## src/pls_pkg.sv

```systemverilog
package pls_pkg;

    // ----------------------------------------------------------------
    // Geometry
    // ----------------------------------------------------------------
    localparam int NUM_PORTS = 4; // Ports served
    localparam int NUM_LEDS = 8; // Two indicators per port
    localparam int DATA_W = 32; // Register bus data width
    localparam int ADDR_W = 4; // Register word index width

    // ----------------------------------------------------------------
    // Timing: one millisecond tick drives blink and stretch
    // ----------------------------------------------------------------
    localparam int CLK_PERIOD_NS = 50; // 20 MHz system clock
    localparam int TICK_NS = 1000000; // Tick period, 1 ms
    localparam int TICK_CYCLES_DEF = TICK_NS / CLK_PERIOD_NS;
    localparam logic [7:0] BLINK_HALF_MS0 = 8'hfa; // 250 ms half period
    localparam logic [7:0] BLINK_HALF_MS1 = 8'h7d; // 125 ms half period
    localparam logic [7:0] BLINK_HALF_MS2 = 8'h3f; // 63 ms half period
    localparam logic [7:0] BLINK_HALF_MS3 = 8'h20; // 32 ms half period
    localparam logic [7:0] STRETCH_MS0 = 8'h14; // 20 ms stretch
    localparam logic [7:0] STRETCH_MS1 = 8'h28; // 40 ms stretch
    localparam logic [7:0] STRETCH_MS2 = 8'h50; // 80 ms stretch
    localparam logic [7:0] STRETCH_MS3 = 8'ha0; // 160 ms stretch

    // ----------------------------------------------------------------
    // Register word indices
    // ----------------------------------------------------------------
    localparam logic [3:0] REG_LED_CTRL1 = 4'h0; // Legacy select per port
    localparam logic [3:0] REG_LED_CTRL2 = 4'h1; // Mode nibble per LED
    localparam logic [3:0] REG_BASIC_CTRL = 4'h2; // Isolate, power down
    localparam logic [3:0] REG_BEHAVIOR = 4'h3; // Blink and stretch
    localparam logic [3:0] REG_POLARITY = 4'h4; // Active level per LED
    localparam logic [3:0] REG_RCLK_SEL = 4'h5; // Recovered clock source
    localparam logic [3:0] REG_STATUS = 4'h6; // Read-only state

    // ----------------------------------------------------------------
    // Field positions and reset values
    // ----------------------------------------------------------------
    localparam int BASIC_ISO_LSB = 0; // Isolate bits [3:0]
    localparam int BASIC_PD_LSB = 4; // Power-down bits [7:4]
    localparam int BEH_RATE_LSB = 0; // Blink rate [1:0]
    localparam int BEH_STR_LSB = 2; // Stretch time [3:2]
    localparam int BEH_STR_EN = 4; // Stretch enable
    localparam int STAT_SUSP = 8; // Suspend level in status
    localparam logic [3:0] LED_CTRL1_RST = 4'h0; // Enhanced scheme
    localparam logic [31:0] LED_CTRL2_RST = 32'h0; // Mode 0 everywhere
    localparam logic [7:0] BASIC_RST = 8'h00; // Running
    localparam logic [4:0] BEHAVIOR_RST = 5'h10; // Stretch on, slow
    localparam logic [2:0] RCLK_SEL_RST = 3'h0; // Port 0 internal

    // ----------------------------------------------------------------
    // Indicator modes and speed codes
    // ----------------------------------------------------------------
    localparam logic [3:0] MODE_LINK_ACT = 4'h0;
    localparam logic [3:0] MODE_DUPLEX_COL = 4'h8;
    localparam logic [3:0] MODE_COLLISION = 4'h9;
    localparam logic [3:0] MODE_ACTIVITY = 4'ha;
    localparam logic [3:0] MODE_PD_FAULT = 4'hc;
    localparam logic [3:0] MODE_FORCE_OFF = 4'he;
    localparam logic [3:0] MODE_FORCE_ON = 4'hf;
    localparam logic [1:0] SPEED_10 = 2'h0;
    localparam logic [1:0] SPEED_100 = 2'h1;
    localparam logic [1:0] SPEED_1000 = 2'h2;
    localparam logic [2:0] RCLK_CHAIN_BASE = 3'h4; // Chain inputs 4, 5

endpackage : pls_pkg

```

## src/pls_top.sv

```systemverilog
// Overview of operation
// - Legacy select cleared runs enhanced scheme
// - Each LED follows its own mode field
// - Shared behaviour register sets blink, stretch
// - Isolate, power-down or suspend blanks LEDs
// - Mode 0: link steady, activity blinks
// - Mode 1: gigabit link and activity only
// - Mode 2: 100 Mbps link and activity
// - Mode 3: 10 Mbps link and activity
// - Modes 4-6: speed pair link and activity
// - Mode 8: full duplex on, collisions blink
// - Mode 12: steady on during parallel fault
// - Suspend suppresses notifications until released
// - Suspend disables PHYs, registers stay alive
// - Suspend keeps interrupt output inactive
// - Suspend drops internal recovered clocks only
// - LED active level defaults from strap
//
// The address-and-strobe port and the register offsets were decided locally.
`timescale 1ns/10ps
`default_nettype none

module pls_top #(
    parameter int TICK_CYCLES = pls_pkg::TICK_CYCLES_DEF
) (
    input wire logic CLK,
    input wire logic RST,
    input wire logic [pls_pkg::ADDR_W-1:0] ADDR,
    input wire logic [pls_pkg::DATA_W-1:0] WR_DATA,
    input wire logic WR_STB,
    input wire logic RD_STB,
    output logic [pls_pkg::DATA_W-1:0] RD_DATA,
    input wire logic SUSPEND,
    input wire logic [3:0] LINK_UP,
    input wire logic [7:0] LINK_SPEED,
    input wire logic [3:0] ACTIVITY,
    input wire logic [3:0] FULL_DUPLEX,
    input wire logic [3:0] COLLISION,
    input wire logic [3:0] PD_FAULT,
    input wire logic [7:0] POL_STRAP,
    output logic [7:0] PORT_INDICATOR_OUTPUT,
    output logic [3:0] PHY_ENABLE,
    input wire logic [3:0] NOTIFY_IN,
    output logic [3:0] NOTIFY_OUT,
    input wire logic IRQ_IN,
    output logic IRQ_OUT,
    input wire logic [3:0] RCLK_INT,
    input wire logic [1:0] RCLK_CHAIN,
    output logic RCLK_OUT
);
    import pls_pkg::*;

    // ----------------------------------------------------------------
    // Configuration registers
    // ----------------------------------------------------------------
    logic [3:0] legacy_q; // Legacy scheme select per port
    logic [31:0] led_cfg_q; // Mode nibble per LED, LED1 low
    logic [3:0] isolate_ctrl_bit_q; // Isolate per port
    logic [3:0] pwr_down_q; // Power down per port
    logic [4:0] behavior_q; // Rate, stretch time, stretch enable
    logic [7:0] pol_q; // Active level per LED, 1 = high
    logic pol_loaded_q; // Strap already captured
    logic [2:0] rclk_sel_q; // Recovered clock source
    logic [7:0] lit; // Indicator states from the lanes

    // Register writes; access is never gated by suspend
    always_ff @(posedge CLK or posedge RST) begin
        if (RST) begin
            legacy_q <= LED_CTRL1_RST;
            led_cfg_q <= LED_CTRL2_RST;
            isolate_ctrl_bit_q <= BASIC_RST[BASIC_ISO_LSB +: 4];
            pwr_down_q <= BASIC_RST[BASIC_PD_LSB +: 4];
            behavior_q <= BEHAVIOR_RST;
            rclk_sel_q <= RCLK_SEL_RST;
        end else if (WR_STB) begin
            if (ADDR == REG_LED_CTRL1) begin
                legacy_q <= WR_DATA[3:0];
            end else if (ADDR == REG_LED_CTRL2) begin
                led_cfg_q <= WR_DATA;
            end else if (ADDR == REG_BASIC_CTRL) begin
                isolate_ctrl_bit_q <= WR_DATA[BASIC_ISO_LSB +: 4];
                pwr_down_q <= WR_DATA[BASIC_PD_LSB +: 4];
            end else if (ADDR == REG_BEHAVIOR) begin
                behavior_q <= WR_DATA[4:0];
            end else if (ADDR == REG_RCLK_SEL) begin
                rclk_sel_q <= WR_DATA[2:0];
            end
        end
    end

    // Polarity: strap level is caught on the first edge after release
    always_ff @(posedge CLK or posedge RST) begin
        if (RST) begin
            pol_q <= 8'h00;
            pol_loaded_q <= 1'b0;
        end else if (!pol_loaded_q) begin
            pol_q <= POL_STRAP;
            pol_loaded_q <= 1'b1;
        end else if (WR_STB && ADDR == REG_POLARITY) begin
            pol_q <= WR_DATA[7:0];
        end
    end

    // ----------------------------------------------------------------
    // Register reads, data one cycle after the strobe
    // ----------------------------------------------------------------
    // Unmapped words and idle cycles read as zero
    always_ff @(posedge CLK or posedge RST) begin
        if (RST) begin
            RD_DATA <= 32'h0;
        end else if (!RD_STB) begin
            RD_DATA <= 32'h0;
        end else if (ADDR == REG_LED_CTRL1) begin
            RD_DATA <= {28'h0, legacy_q};
        end else if (ADDR == REG_LED_CTRL2) begin
            RD_DATA <= led_cfg_q;
        end else if (ADDR == REG_BASIC_CTRL) begin
            RD_DATA <= {24'h0, pwr_down_q, isolate_ctrl_bit_q};
        end else if (ADDR == REG_BEHAVIOR) begin
            RD_DATA <= {27'h0, behavior_q};
        end else if (ADDR == REG_POLARITY) begin
            RD_DATA <= {24'h0, pol_q};
        end else if (ADDR == REG_RCLK_SEL) begin
            RD_DATA <= {29'h0, rclk_sel_q};
        end else if (ADDR == REG_STATUS) begin
            RD_DATA <= {19'h0, PHY_ENABLE, SUSPEND, lit};
        end else begin
            RD_DATA <= 32'h0;
        end
    end

    // ----------------------------------------------------------------
    // Millisecond tick
    // ----------------------------------------------------------------
    logic [15:0] tick_cnt_q; // Cycles within one tick
    logic tick; // One-cycle enable every millisecond
    localparam logic [15:0] TICK_LAST = 16'(TICK_CYCLES - 1);

    assign tick = (tick_cnt_q == TICK_LAST);

    // Free-running divider; keeps LEDs of all ports in phase
    always_ff @(posedge CLK or posedge RST) begin
        if (RST) begin
            tick_cnt_q <= 16'h0;
        end else if (tick) begin
            tick_cnt_q <= 16'h0;
        end else begin
            tick_cnt_q <= tick_cnt_q + 16'h1;
        end
    end

    // ----------------------------------------------------------------
    // Shared blink phase
    // ----------------------------------------------------------------
    logic [7:0] blink_half; // Half period in ticks
    logic [7:0] blink_cnt_q; // Ticks in current half
    logic blink_ph_q; // Blink phase, 1 = lit half

    // Rate select from the behaviour register
    always_comb begin
        case (behavior_q[BEH_RATE_LSB +: 2])
            2'h0: blink_half = BLINK_HALF_MS0;
            2'h1: blink_half = BLINK_HALF_MS1;
            2'h2: blink_half = BLINK_HALF_MS2;
            default: blink_half = BLINK_HALF_MS3;
        endcase
    end

    // A rate change takes effect at the next half boundary at most
    always_ff @(posedge CLK or posedge RST) begin
        if (RST) begin
            blink_cnt_q <= 8'h0;
            blink_ph_q <= 1'b1;
        end else if (tick) begin
            if (blink_cnt_q >= blink_half - 8'h1) begin
                blink_cnt_q <= 8'h0;
                blink_ph_q <= ~blink_ph_q;
            end else begin
                blink_cnt_q <= blink_cnt_q + 8'h1;
            end
        end
    end

    // ----------------------------------------------------------------
    // Pulse stretch for activity and collision
    // ----------------------------------------------------------------
    logic [7:0] stretch_len; // Stretch length in ticks
    logic [7:0] act_str; // Even: activity, odd: collision

    // Stretch time from the behaviour register
    always_comb begin
        case (behavior_q[BEH_STR_LSB +: 2])
            2'h0: stretch_len = STRETCH_MS0;
            2'h1: stretch_len = STRETCH_MS1;
            2'h2: stretch_len = STRETCH_MS2;
            default: stretch_len = STRETCH_MS3;
        endcase
    end

    // Short frames would otherwise flash too briefly to see
    for (genvar k = 0; k < NUM_LEDS; k++) begin : g_str
        logic [7:0] cnt_q; // Remaining stretch ticks
        logic ev; // Raw event level
        assign ev = (k % 2 == 1) ? COLLISION[k / 2] : ACTIVITY[k / 2];
        always_ff @(posedge CLK or posedge RST) begin
            if (RST) begin
                cnt_q <= 8'h0;
            end else if (ev) begin
                cnt_q <= stretch_len;
            end else if (tick && cnt_q != 8'h0) begin
                cnt_q <= cnt_q - 8'h1;
            end
        end
        assign act_str[k] = ev || (behavior_q[BEH_STR_EN] && cnt_q != 8'h0);
    end

    // ----------------------------------------------------------------
    // Indicator lanes, two per port
    // ----------------------------------------------------------------
    logic [3:0] blank; // Per-port forced-off condition

    assign blank = isolate_ctrl_bit_q | pwr_down_q | {4{SUSPEND}};

    for (genvar i = 0; i < NUM_LEDS; i++) begin : g_lane
        pls_lane u_lane (
            .clk(CLK),
            .rst(RST),
            .cfg(led_cfg_q[4 * i +: 4]),
            .legacy(legacy_q[i / 2]),
            .off(blank[i / 2]),
            .pol(pol_q[i]),
            .blink_ph(blink_ph_q),
            .link(LINK_UP[i / 2]),
            .speed(LINK_SPEED[2 * (i / 2) +: 2]),
            .act(act_str[2 * (i / 2)]),
            .full_dup(FULL_DUPLEX[i / 2]),
            .col(act_str[2 * (i / 2) + 1]),
            .pdf(PD_FAULT[i / 2]),
            .lit_q(lit[i]),
            .led_q(PORT_INDICATOR_OUTPUT[i])
        );
    end

    // ----------------------------------------------------------------
    // Suspend gating of PHY, notifications and interrupt
    // ----------------------------------------------------------------
    // Registered so the gate is glitch free at the pins
    always_ff @(posedge CLK or posedge RST) begin
        if (RST) begin
            PHY_ENABLE <= 4'h0;
            NOTIFY_OUT <= 4'h0;
            IRQ_OUT <= 1'b0;
        end else if (SUSPEND) begin
            PHY_ENABLE <= 4'h0;
            NOTIFY_OUT <= 4'h0;
            IRQ_OUT <= 1'b0;
        end else begin
            PHY_ENABLE <= 4'hf;
            NOTIFY_OUT <= NOTIFY_IN;
            IRQ_OUT <= IRQ_IN;
        end
    end

    // ----------------------------------------------------------------
    // Recovered clock selector
    // ----------------------------------------------------------------
    // Sampled path; chain inputs stay usable while suspended
    always_ff @(posedge CLK or posedge RST) begin
        if (RST) begin
            RCLK_OUT <= 1'b0;
        end else if (rclk_sel_q < RCLK_CHAIN_BASE) begin
            RCLK_OUT <= RCLK_INT[rclk_sel_q[1:0]] && !SUSPEND;
        end else if (rclk_sel_q == RCLK_CHAIN_BASE) begin
            RCLK_OUT <= RCLK_CHAIN[0];
        end else if (rclk_sel_q == RCLK_CHAIN_BASE + 3'h1) begin
            RCLK_OUT <= RCLK_CHAIN[1];
        end else begin
            RCLK_OUT <= 1'b0;
        end
    end
endmodule : pls_top

`default_nettype wire

```

## src/pls_lane.sv

```systemverilog
`timescale 1ns/10ps
`default_nettype none

module pls_lane (
    input wire logic clk,
    input wire logic rst,
    input wire logic [3:0] cfg,
    input wire logic legacy,
    input wire logic off,
    input wire logic pol,
    input wire logic blink_ph,
    input wire logic link,
    input wire logic [1:0] speed,
    input wire logic act,
    input wire logic full_dup,
    input wire logic col,
    input wire logic pdf,
    output logic lit_q,
    output logic led_q
);
    import pls_pkg::*;

    // ----------------------------------------------------------------
    // Mode decode
    // ----------------------------------------------------------------
    logic lit_d; // Indicator lit this cycle
    logic [2:0] spd_mask; // Speeds that qualify: {1000,100,10}
    logic spd_hit; // Current speed qualifies
    logic link_view; // Steady on idle, blink on activity

    // Speed pairs for the single and dual speed modes
    always_comb begin
        case (cfg)
            4'h1: spd_mask = 3'h4;
            4'h2: spd_mask = 3'h2;
            4'h3: spd_mask = 3'h1;
            4'h4: spd_mask = 3'h6;
            4'h5: spd_mask = 3'h5;
            4'h6: spd_mask = 3'h3;
            default: spd_mask = 3'h7;
        endcase
    end

    // Explicit compare keeps speed code 3 from indexing past the mask
    assign spd_hit = (speed == SPEED_10 && spd_mask[0])
        || (speed == SPEED_100 && spd_mask[1])
        || (speed == SPEED_1000 && spd_mask[2]);
    assign link_view = act ? blink_ph : 1'b1;

    // Status selected per LED by its own field
    always_comb begin
        case (cfg)
            MODE_LINK_ACT: lit_d = link && link_view;
            4'h1, 4'h2, 4'h3: lit_d = link && spd_hit && link_view;
            4'h4, 4'h5, 4'h6: lit_d = link && spd_hit && link_view;
            MODE_DUPLEX_COL: lit_d = link && (full_dup || (col && blink_ph));
            MODE_COLLISION: lit_d = col && blink_ph;
            MODE_ACTIVITY: lit_d = act && blink_ph;
            MODE_PD_FAULT: lit_d = pdf;
            MODE_FORCE_OFF: lit_d = 1'b0;
            MODE_FORCE_ON: lit_d = 1'b1;
            default: lit_d = 1'b0;
        endcase
    end

    // ----------------------------------------------------------------
    // Output stage: blanking and active level
    // ----------------------------------------------------------------
    // Legacy select and the blanking sources both darken the pin
    always_ff @(posedge clk or posedge rst) begin
        if (rst) begin
            lit_q <= 1'b0;
            led_q <= 1'b0;
        end else if (legacy || off) begin
            lit_q <= 1'b0;
            led_q <= ~pol;
        end else begin
            lit_q <= lit_d;
            led_q <= lit_d ? pol : ~pol;
        end
    end
endmodule : pls_lane

`default_nettype wire

```

## config.mk

```make
export PLATFORM = sky130hd
export DESIGN_NAME = pls_top
export DESIGN_NICKNAME = d
export VERILOG_FILES = /design/src/pls_pkg.sv /design/src/pls_top.sv /design/src/pls_lane.sv
export SDC_FILE = /design/constraint.sdc
export NUM_CORES = 1
export LEC_CHECK = 0
export ABC_AREA = 1
export BUFFER_PORTS_ARGS = -buffer_cell sky130_fd_sc_hd__buf_2
export CORE_MARGIN = 5
export CORE_UTILIZATION = 53
export DETAILED_ROUTE_END_ITERATION = 7
export PLACE_DENSITY = 0.82
export RECOVER_POWER = 100
export SLEW_MARGIN = 25
export SYNTH_ARGS = -nofsm -noshare
export SYNTH_HDL_FRONTEND = slang
export SYNTH_SLANG_ARGS = --single-unit
```

## constraint.sdc

```tcl
create_clock -name CLK -period 6.61 [get_ports CLK]
set_clock_uncertainty 0.1 [all_clocks]
set_input_delay 0.9915 -clock CLK [delete_from_list [all_inputs] [get_ports CLK]]
set_output_delay 0.9915 -clock CLK [all_outputs]
set_load 0.02 [all_outputs]
```

==> metrics.yaml, run 1 <==
status: "finished, violations left"
violations: "max-capacitance violations, max-slew violations"
regToRegStartpoint: "tick_cnt_q[0]$_DFF_PP0_"
antenna_cells: 0
reg2reg_depth: 8
setup_viol: 0
unrepaired_setup_endpoints_after_global_routing: "no"
min-delay-path-class: "reg -> reg"
fin_total_pwr_w: 0.003655
cpPeakStageDelay_ns: 2.18
post_cts_resized: 0
hold_violations: 0
synth_area_um2: 11390
placed_cells: 1872
worstHoldEndpoint: "tick_cnt_q[0]$_DFF_PP0_"
initial_utilization_pct: 54.03
clk_pin_slew_worst_paths_ns: 0.06
internal_power_w: 0.002525
mostFrequentLayoutCell: "nand2_1"
drt_first_iter_violations: 1002
setup.reg_to_reg.worst_slack_ns: 3.01
cpLargestDelayFamily: "buffers and inverters"
worstMarginPinSlew_ns: 3.108
grt_total_ovfl: 0
port_buffers: 137
timing.critical_path.arrival_ns: 4.07
clock_sinks: 205
number_of_global_route_vias_before_repair: 10437
route.detailed.vias_per_inst: 5.529
cts_setup_buffers: 0
coreArea_um2: 21090
htreeDepth: 1
crit_top_cell: "clkbuf_1"
layout_min_cycle_time_ns: 3.635
postSynthCellCount: 1491
ys.flop_type: "dfrtp_1"
antenna_violations_before_repair: 1
timing.critical_path.slowest_stage_cell: "clkbuf_1"
cap_viol_max_count: 3
layout.filler_cells: 1880
fin_nets: 1736
grt_pass1_wl_um: 49080
maxClockFrequency_mhz: 275.1
place.gp.congestion: 0.9268
sw_frac_of_total_pct: 30.91
synth_edf_count: 0
power-per-cell-area_nw_per_um2: 282.3
syn_avg_cell_area_um2: 7.642
dpl_worst_slack_ns: 3.451
met3_usage_pct: 5.254
top_level_pins: 138
cts_buffer_depth: 3
whs_path_depth: 1
tritoncts.num_buffers: 23
crit_path_max_fanout: 147
layout_worst_path_cycle_share_pct: 54.99
number_of_cells_in_the_finished_layout_apart_from_fillers: 1914
hold_slack_ns: 0.3797
layout_common_cells: "354 x nand2_1, 218 x inv_1, 203 x dfrtp_1, 187 x nor2_1, 97 x o21ai_0"
max-vdd-ir-drop_v: 0.0001943
final_max_slew_viol_count: 149
worstPathRequired_ns: 7.04
fp.dieW_um: 156.6
met1_usage_pct: 32.07
total_switching_power_w: 0.001130
wire_per_inst_um: 15.35
clockPowerShare_pct: 38.2
busiest_layer_in_global_routing: "met2"
final_critical_path_setup_slack_ns: 2.975
criticalPathCategory: "in -> async"
power.combinational.fraction_pct: 19.1
yosys.area.top_type_share_pct: 44.58
worstSetupEndpointType: "asynchronous set/reset pin"
share_of_synthesized_registers_carrying_an_async_set_or_reset_pct: 100.0
setup_tns_ns: 0
clk_root_buffer_cell: "clkbuf_16"
std_cell_rows: 53
largest_net_degree_at_the_start_of_global_routing: 148
yosys_register_bits: 205
ant_nets: 0
detailedPlacementHpwl_um: 21100
die_y_um: 156.6
worstPathBufferInverterCount: 4
timing.critical_path.cells: "clkbuf_1 > clkinvlp_4 > clkbuf_1 > buf_12"
via_count: 10582
p_leak_nw: 6.567
route.final.wire_length_um: 29390
dieArea_um2: 24530
yosys_warnings: 0
cts-hold-fix-buffers: 0
groute.layer.met2.usage_pct: 39.06
power.sequential.fraction_pct: 42.7
startpoint_type: "input pin"
seq_area_frac_synth_pct: 45.04
clk_latency_ns: 0.51
timing.hold.worst.start: "tick_cnt_q[0]$_DFF_PP0_"
layout-drive-gt1-share_pct: 8.603
firstDrtPassIters: 5
synth_nets: 1605
synthToLayoutAreaGrowth_pct: 13.63
ys_top_cells_by_area: "dfrtp_1 45%, nand2_1 11%, inv_1 7.1%, nor2_1 6.0%, o21ai_0 4.0%"
tritoncts: "yes"
relSlewSlack_pct: -107.2
synth.distinct_cells: 54
grt_util_all_layers_pct: 23.98
worst_r2r_endpoint: "g_str[4].cnt_q[4]$_DFFE_PP0P_"
drt_drc_violations_left: 0
most_area_hungry_cell_type_in_the_yosys_netlist: "dfrtp_1"
[layer usage]
metal / vias to the layer above / wire, um
li1: 5121 / -
met1: 4989 / 12260
met2: 405 / 13860
met3: 65 / 2438
met4: 2 / 820
met5: - / 13
[power groups by stage]
stage               logic, W  registers [W]  clock network [W]
floorplan           0.000526        0.00153                  0
finish              0.000699        0.00156            0.00140
CTS                 0.000704        0.00155            0.00142
detailed placement  0.000697        0.00157                  0
global placement    0.000674        0.00157                  0
global route        0.000798        0.00158            0.00148
[registers in the layout (all words and copies together) (netlist names), 5 cells and up]
name / cells
g_str.cnt_q: 64
RD_DATA: 32
led_cfg_q: 32
tick_cnt_q: 16
blink_cnt_q: 8
g_lane.u_lane.led_q: 8
g_lane.u_lane.lit_q: 8
pol_q: 8
behavior_q: 5
[worst register-to-register path, delay by kind of cell (launching register included)]
family | cells | cell delay, ns
adder cells (fa/ha/maj) | 1 | 0.19
flip-flops | 1 | 0.38
AND/OR/NAND/NOR | 6 | 2.46
AO/OA/AOI/OAI | 1 | 0.36
[cell usage after synthesis, types with 4 or more instances]
| cell type | instances |
|---|---|
| a2111oi_0 | 4 |
| a21oi_1 | 81 |
| a22oi_1 | 5 |
| a31oi_1 | 7 |
| buf_4 | 12 |
| clkbuf_1 | 15 |
| clkinv_1 | 7 |
| dfrtp_1 | 203 |
| ha_1 | 26 |
| inv_1 | 215 |
| inv_2 | 4 |
| nand2_1 | 347 |
| nand2_2 | 7 |
| nand3_1 | 87 |
| nand3_2 | 7 |
| nand4_1 | 24 |
| nor2_1 | 183 |
| nor3_1 | 15 |
| nor3b_1 | 5 |
| nor4_1 | 5 |
| o2111ai_1 | 5 |
| o211ai_1 | 20 |
| o21ai_0 | 91 |
| o21ai_1 | 6 |
| o21bai_1 | 4 |
| o221ai_1 | 13 |
| o22ai_1 | 17 |
| xnor2_1 | 6 |
| xor2_1 | 27 |
[through the flow]
step / instance area [um^2] / utilization (%)
after floorplan: 11400 / -
final: 12950 / 61.40
after CTS: 13110 / 62.15
after detailed placement: 12260 / 58.15
after global routing: 12950 / 61.40
after global placement: 12260 / 58.15
[kinds of logic (layout without fill, tap and decap cells)]
logic type,Yosys count,after routing,share of synthesized area (%)
AO/OA/AOI/OAI,266,266,13.74
buffers and inverters,259,407,9.147
other,1,1,0.03291
AND/OR/NAND/NOR,700,700,26.56
multiplexers,1,1,0.08785
XOR/XNOR,33,33,2.537
adder cells (fa/ha/maj),26,26,2.855
flip-flops,205,205,45.04
[how the worst max path moves through the flow]
stage          cells past startpoint    start                            end  slack (ns)
3_3_place_gp                       7  ADDR[3]      led_cfg_q[22]$_DFFE_PP0P_        3.59
5_1_grt                            4      RST  g_str[4].cnt_q[0]$_DFFE_PP0P_        2.33
4_1_cts                            7  ADDR[3]      led_cfg_q[31]$_DFFE_PP0P_        3.91
3_5_place_dp                       7  ADDR[3]      led_cfg_q[31]$_DFFE_PP0P_        3.45
2_1_floorplan                      1      RST              IRQ_OUT$_DFF_PP0_        2.86
6_report                           4      RST  g_str[2].cnt_q[7]$_DFFE_PP0P_        2.98
[area by class of cell]
class                           instances  area [um^2]  share of cell area (%)
Clock buffer                           34        696.9                   5.383
Sequential cell                       205         5132                   39.64
Tap cell                              275        344.1                   2.658
Timing Repair Buffer                  139        643.1                   4.967
Multi-Input combinational cell       1027         5132                   39.64
Inverter                              226        852.1                   6.581
Clock inverter                          8        146.4                   1.131
No activity file was read; power rests on OpenSTA's default activity.
==> run 2: changes to the inputs <==
- ABC_AREA: 1 -> 0
- CORE_UTILIZATION: 53 -> 59
- PLACE_DENSITY: 0.82 -> 0.86
- clock period: 6.61 -> 3.7 ns (I/O delays scaled with it)
==> run 2 against run 1 <==
The run still ends with max-capacitance violations, max-slew violations left. Total power grew 74%. Synthesized cell count down 25%. Via count down 14%. Worst hold slack got worse by 0.23 ns. Cell area is 4.2% lower. Sequential power increased by 90%. Clock power up 61%. Critical path depth increased by 4. Die area is 12% lower. First-iteration DRC count shrank 28%. Wire length down 5.6%. Largest power group unchanged.
==> metrics.yaml, run 2 <==
status: "finished, violations left"
violations: "max-capacitance violations, max-slew violations"
layout_min_cycle_time_ns: 3.246
via_count: 9087
dieArea_um2: 21540
syn_avg_cell_area_um2: 9.862
crit_top_cell: "clkbuf_1"
antenna_cells: 0
multi_input_comb_area_um2: 5403
worstSetupEndpointType: "register"
setup_tns_ns: 0
ys_top_cells_by_area: "dfrtp_1 46%, mux2_2 5.5%, xnor2_1 3.9%, nor2_1 3.4%, nand2_1 3.2%"
power-per-cell-area_nw_per_um2: 512.9
min-delay-path-class: "in -> async"
layout_common_cells: "203 x dfrtp_1, 101 x nor2_1, 94 x nand2_1, 83 x buf_2, 65 x clkbuf_1"
maxClockFrequency_mhz: 308.0
worstPathRequired_ns: 3.99
tritoncts: "yes"
relSlewSlack_pct: -7.172
cts_setup_buffers: 0
yosys_register_bits: 205
synth_compound_gate_area_share_pct: 13.19
layout.filler_cells: 1410
htreeDepth: 1
synth.area.mux_share_pct: 6.893
dpl_worst_slack_ns: 0.7951
tritoncts.num_buffers: 23
yosys.area.top_type_share_pct: 46.03
p_leak_nw: 5.421
setup_viol: 0
port_buffers: 137
cts-hold-fix-buffers: 0
clk_root_buffer_cell: "clkbuf_16"
post_synth_fa_ha_maj_area_fraction_pct: 2.948
timing.critical_path.arrival_ns: 3.54
reg2reg_depth: 6
grt_util_all_layers_pct: 25.34
final_critical_path_setup_slack_ns: 0.4535
cpLargestDelayFamily: "buffers and inverters"
die_y_um: 146.8
ant_nets: 0
startpoint_type: "input pin"
criticalPathCategory: "in -> reg"
ys_top_cells_by_count: "203 x dfrtp_1, 100 x nor2_1, 94 x nand2_1"
detailedPlacementHpwl_um: 19430
number_of_global_route_vias_before_repair: 9109
largest_net_degree_at_the_start_of_global_routing: 57
most_area_hungry_cell_type_in_the_yosys_netlist: "dfrtp_1"
unrepaired_setup_endpoints_after_global_routing: "no"
synth_top_family_by_area: "simple AND/OR/NAND/NOR gates"
synth.distinct_cells: 80
yosys.area_share.xor_xnor_pct: 6.984
wire_per_inst_um: 18.86
final_max_slew_viol_count: 92
worst_r2r_endpoint: "g_str[6].cnt_q[6]$_DFFE_PP0P_"
mostFrequentLayoutCell: "dfrtp_1"
timing.critical_path.slowest_stage_cell: "clkbuf_1"
std_cell_rows: 50
worstMarginPinSlew_ns: 1.608
initial_utilization_pct: 59.39
clock_sinks: 205
final-seq-area_um2: 5132
firstDrtPassIters: 6
fp.dieW_um: 146.8
yosys_warnings: 0
reg.largest.list: "g_str.cnt_q (64), RD_DATA (32), led_cfg_q (32)"
synth_area_um2: 11040
share_of_synthesized_registers_carrying_an_async_set_or_reset_pct: 100.0
top_level_pins: 138
fin_nets: 1336
clk_pin_slew_worst_paths_ns: 0.06
postSynthCellCount: 1119
yosys.cell_count.top_type: "dfrtp_1"
drt_drc_violations_left: 0
antenna_violations_before_repair: 0
layout_worst_path_cycle_share_pct: 87.74
synth_nets: 1233
seq_area_frac_synth_pct: 46.51
clk_latency_ns: 0.52
timing.critical_path.cells: "clkbuf_1 > nor2_1 > clkbuf_1 > nand2_1 > nor2_1 > nand2_1 > clkbuf_1 > mux2_2"
regToRegStartpoint: "tick_cnt_q[7]$_DFF_PP0_"
cap_viol_max_count: 3
setup.reg_to_reg.worst_slack_ns: 0.55
worstPathBufferInverterCount: 3
drt_first_iter_violations: 717
route.final.wire_length_um: 27750
largest_register_ff_count: 64
post_cts_resized: 0
synth_edf_count: 0
hold_violations: 0
coreArea_um2: 18580
route.detailed.vias_per_inst: 6.177
grt_total_ovfl: 0
crit_path_max_fanout: 21
grt_pass1_wl_um: 45220
top_register: "g_str.cnt_q"
layout-drive-gt1-share_pct: 16.01
max-vdd-ir-drop_v: 0.0003415
cts_buffer_depth: 3
synth_simple_gate_area_share_pct: 19.29
ys.flop_type: "dfrtp_1"
place.gp.congestion: 0.9164
cpPeakStageDelay_ns: 1.11
synthToLayoutAreaGrowth_pct: 12.41
run 2: cell types whose count changed after synthesis, moves of 14 or more:
cell | previous run | this run
nand2_1 | 347 | 94
nand4_1 | 24 | 9
nor3b_1 | 5 | 22
nor2_1 | 183 | 100
and3_1 | 1 | 29
a21oi_1 | 81 | 49
nand3_1 | 87 | 18
nor2b_1 | 0 | 18
inv_1 | 215 | 39
clkbuf_1 | 15 | 48
mux2_2 | 0 | 54
o211ai_1 | 20 | 6
xnor2_1 | 6 | 49
o21ai_0 | 91 | 60
run 2: area by class of cell:
class	instances	area share, %
Multi-Input combinational cell	805	43.55
Inverter	39	1.190
Sequential cell	205	41.37
Clock inverter	9	0.7564
Clock buffer	31	5.285
Tap cell	234	2.360
Timing Repair Buffer	148	5.487
run 2: power by group:
part	total, W	internal [W]	leakage [nW]	switching [W]
combinational	0.00114	0.000542	2.42	0.000597
clock	0.00225	0.00132	0.368	0.000930
sequential	0.00297	0.00252	2.63	0.000448
run 2: layer usage:
| metal | track usage (%) | share of wire [%] | vias up |
|---|---|---|---|
| met5 | 0 | 0 | - |
| met4 | 11.19 | 4.2 | 0 |
| met3 | 4.380 | 7.6 | 80 |
| met2 | 41.90 | 47 | 393 |
| met1 | 33.01 | 41 | 4432 |
| li1 | - | - | 4182 |
run 2: cells by family after synthesis:
group,Yosys count
xor gates and xnor gates,88
and+or+nand+nor,401
adders and majority gates,26
buffers and inverters,109
DFF,205
muxes,68
other,1
AOI/OAI and AO/OA,221
run 2: stage by stage:
step | total power (W) | cells | util [%] | hold WS, ns | area, um^2
after floorplan | 0.003771 | 1119 | - | 0.3475 | 11040
after global placement | 0.004064 | 1431 | 63.68 | 0.3605 | 11830
after detailed placement | 0.004133 | 1431 | 63.68 | 0.3723 | 11830
after CTS | 0.006394 | 1471 | 67.71 | 0.01236 | 12580
after global routing | 0.006664 | 1471 | 66.77 | 0.1485 | 12410
final | 0.006363 | 1471 | 66.77 | 0.1519 | 12410
run 2: how the worst max path moves through the flow:
| stage | slack (ns) | to | startpoint | depth (start not counted) |
|---|---|---|---|---|
| CTS | 0.69 | g_str[6].cnt_q[6]$_DFFE_PP0P_ | tick_cnt_q[5]$_DFF_PP0_ | 6 |
| finish | 0.45 | led_cfg_q[25]$_DFFE_PP0P_ | ADDR[3] | 8 |
| detailed placement | 0.80 | g_str[6].cnt_q[6]$_DFFE_PP0P_ | tick_cnt_q[7]$_DFF_PP0_ | 6 |
| floorplan | 0.39 | IRQ_OUT$_DFF_PP0_ | RST | 1 |
| global route | 0.36 | g_lane[5].u_lane.led_q$_DFF_PP0_ | g_str[4].cnt_q[3]$_DFFE_PP0P_ | 6 |
| global placement | 0.84 | g_str[6].cnt_q[6]$_DFFE_PP0P_ | tick_cnt_q[5]$_DFF_PP0_ | 6 |
==> run 3: changes to the inputs <==
- MAX_ROUTING_LAYER: unset -> met4
==> run 3 against run 2 <==
Largest power group unchanged. Cell area is essentially flat. Global-route usage up 0.79 points. Flip-flop and latch count stayed put. Critical path type unchanged. The run still ends with max-capacitance violations, max-slew violations left. Highest routed layer unchanged.
==> metrics.yaml, run 3 (same netlist as run 2, synthesis figures left out) <==
min-delay-path-class: "in -> async"
grt_pass1_wl_um: 45270
p_leak_nw: 5.421
tritoncts: "yes"
post_cts_resized: 0
total_switching_power_w: 0.001972
violations: "max-capacitance violations, max-slew violations"
fin_nets: 1336
power.sequential.fraction_pct: 46.7
multi_input_comb_area_um2: 5403
fp.dieW_um: 146.8
clock_sinks: 205
maxClockFrequency_mhz: 306.7
regToRegStartpoint: "tick_cnt_q[7]$_DFF_PP0_"
layout.filler_cells: 1409
grt_util_all_layers_pct: 26.14
unrepaired_setup_endpoints_after_global_routing: "no"
setup_tns_ns: 0
layout_common_cells: "203 x dfrtp_1, 101 x nor2_1, 94 x nand2_1, 83 x buf_2, 65 x clkbuf_1"
die_y_um: 146.8
dieArea_um2: 21540
criticalPathCategory: "in -> reg"
largest_net_degree_at_the_start_of_global_routing: 57
number_of_cells_in_the_finished_layout_apart_from_fillers: 1472
route.final.wire_length_um: 27680
setup_viol: 0
place.gp.congestion: 0.9324
cts_setup_buffers: 0
reg2reg_depth: 6
firstDrtPassIters: 8
relSlewSlack_pct: -7.014
htreeDepth: 1
antenna_violations_before_repair: 0
drt_drc_violations_left: 0
finalInstanceArea_um2: 12410
cts_buffer_depth: 3
layout_min_cycle_time_ns: 3.261
fin_total_pwr_w: 0.006361
worstMarginPinSlew_ns: 1.605
placed_cells: 1431
startpoint_type: "input pin"
drt_first_iter_violations: 705
cap_viol_max_count: 3
power.combinational.fraction_pct: 17.9
status: "finished, violations left"
worstPathRequired_ns: 3.99
clk_root_buffer_cell: "clkbuf_16"
route.detailed.vias_per_inst: 6.185
clk_latency_ns: 0.52
synthToLayoutAreaGrowth_pct: 12.44
top_level_pins: 138
worstSetupEndpointType: "register"
tritoncts.num_buffers: 23
timing.critical_path.arrival_ns: 3.55
crit_path_max_fanout: 21
std_cell_rows: 50
layout-drive-gt1-share_pct: 16.01
port_buffers: 137
via_count: 9105
reg.largest.list: "g_str.cnt_q (64), RD_DATA (32), led_cfg_q (32)"
final_max_slew_viol_count: 92
sw_frac_of_total_pct: 31.00
top_register: "g_str.cnt_q"
largest_register_ff_count: 64
top_layer: "met4"
setup.reg_to_reg.worst_slack_ns: 0.57
internal_power_w: 0.004389
clockPowerShare_pct: 35.4
coreArea_um2: 18580
placed_area_um2: 11830
met2RoutedLength_um: 13190
clk_pin_slew_worst_paths_ns: 0.06
wire_per_inst_um: 18.80
wl_met3_um: 2027
worst_r2r_endpoint: "g_str[6].cnt_q[6]$_DFFE_PP0P_"
power-per-cell-area_nw_per_um2: 512.6
cts-hold-fix-buffers: 0
m1WireLength_um: 11310
hold_violations: 0
detailedPlacementHpwl_um: 19430
final-seq-area_um2: 5132
layout_worst_path_cycle_share_pct: 88.12
number_of_global_route_vias_before_repair: 9095
initial_utilization_pct: 59.39
hold_slack_ns: 0.1467
mostFrequentLayoutCell: "dfrtp_1"
ant_nets: 0
max-vdd-ir-drop_v: 0.0003386
grt_total_ovfl: 0
## run 3: changes by cell type in the layout (fill, tap and decap cells not counted)
| cell | delta |
|---|---|
| diode_2 | +1 |
## run 3: cell type report
class | count | area share (%)
diodes | 1 | 0.02017
clock buffers | 31 | 5.284
clock inverters | 9 | 0.7563
inverters | 39 | 1.190
multi-input cells | 805 | 43.54
flip-flops and latches | 205 | 41.36
well taps | 234 | 2.360
repair buffers | 148 | 5.486
## run 3: worst max path at each step
stage                             startpoint                               end  slack, ns
4_1_cts              tick_cnt_q[5]$_DFF_PP0_     g_str[6].cnt_q[6]$_DFFE_PP0P_       0.69
3_5_place_dp         tick_cnt_q[7]$_DFF_PP0_     g_str[6].cnt_q[6]$_DFFE_PP0P_       0.80
6_report                             ADDR[3]         led_cfg_q[25]$_DFFE_PP0P_       0.44
5_1_grt        g_str[4].cnt_q[3]$_DFFE_PP0P_  g_lane[5].u_lane.led_q$_DFF_PP0_       0.36
3_3_place_gp         tick_cnt_q[5]$_DFF_PP0_     g_str[6].cnt_q[6]$_DFFE_PP0P_       0.84
2_1_floorplan                            RST                 IRQ_OUT$_DFF_PP0_       0.39
## run 3: metal layers
metal	vias up	track usage [%]
li1	4171	-
met4	0	11.19
met5	-	-
met2	416	41.88
met3	84	4.287
met1	4434	33.17
## run 3: per-stage QoR
stage               worst slack [ns]  utilization [%]
global placement              0.8374            63.68
global route                  0.3642            66.77
floorplan                     0.3884                -
CTS                           0.6933            67.71
finish                        0.4395            66.78
detailed placement            0.7951            63.68
## run 3: worst max-delay path: stages
cell      delay (ns)
clkbuf_1        0.29
nor2_1          0.09
clkbuf_1        0.23
nand2_1         0.19
nor2_1          0.08
nand2_1         0.54
clkbuf_1        1.12
mux2_2          0.44
## run 3: power groups by stage
stage          logic [W]  registers (W)  clock network (W)
2_1_floorplan    0.00100        0.00277                  0
3_3_place_gp     0.00109        0.00297                  0
3_5_place_dp     0.00114        0.00299                  0
4_1_cts          0.00115        0.00296            0.00228
5_1_grt          0.00127        0.00301            0.00239
6_report         0.00114        0.00297            0.00225
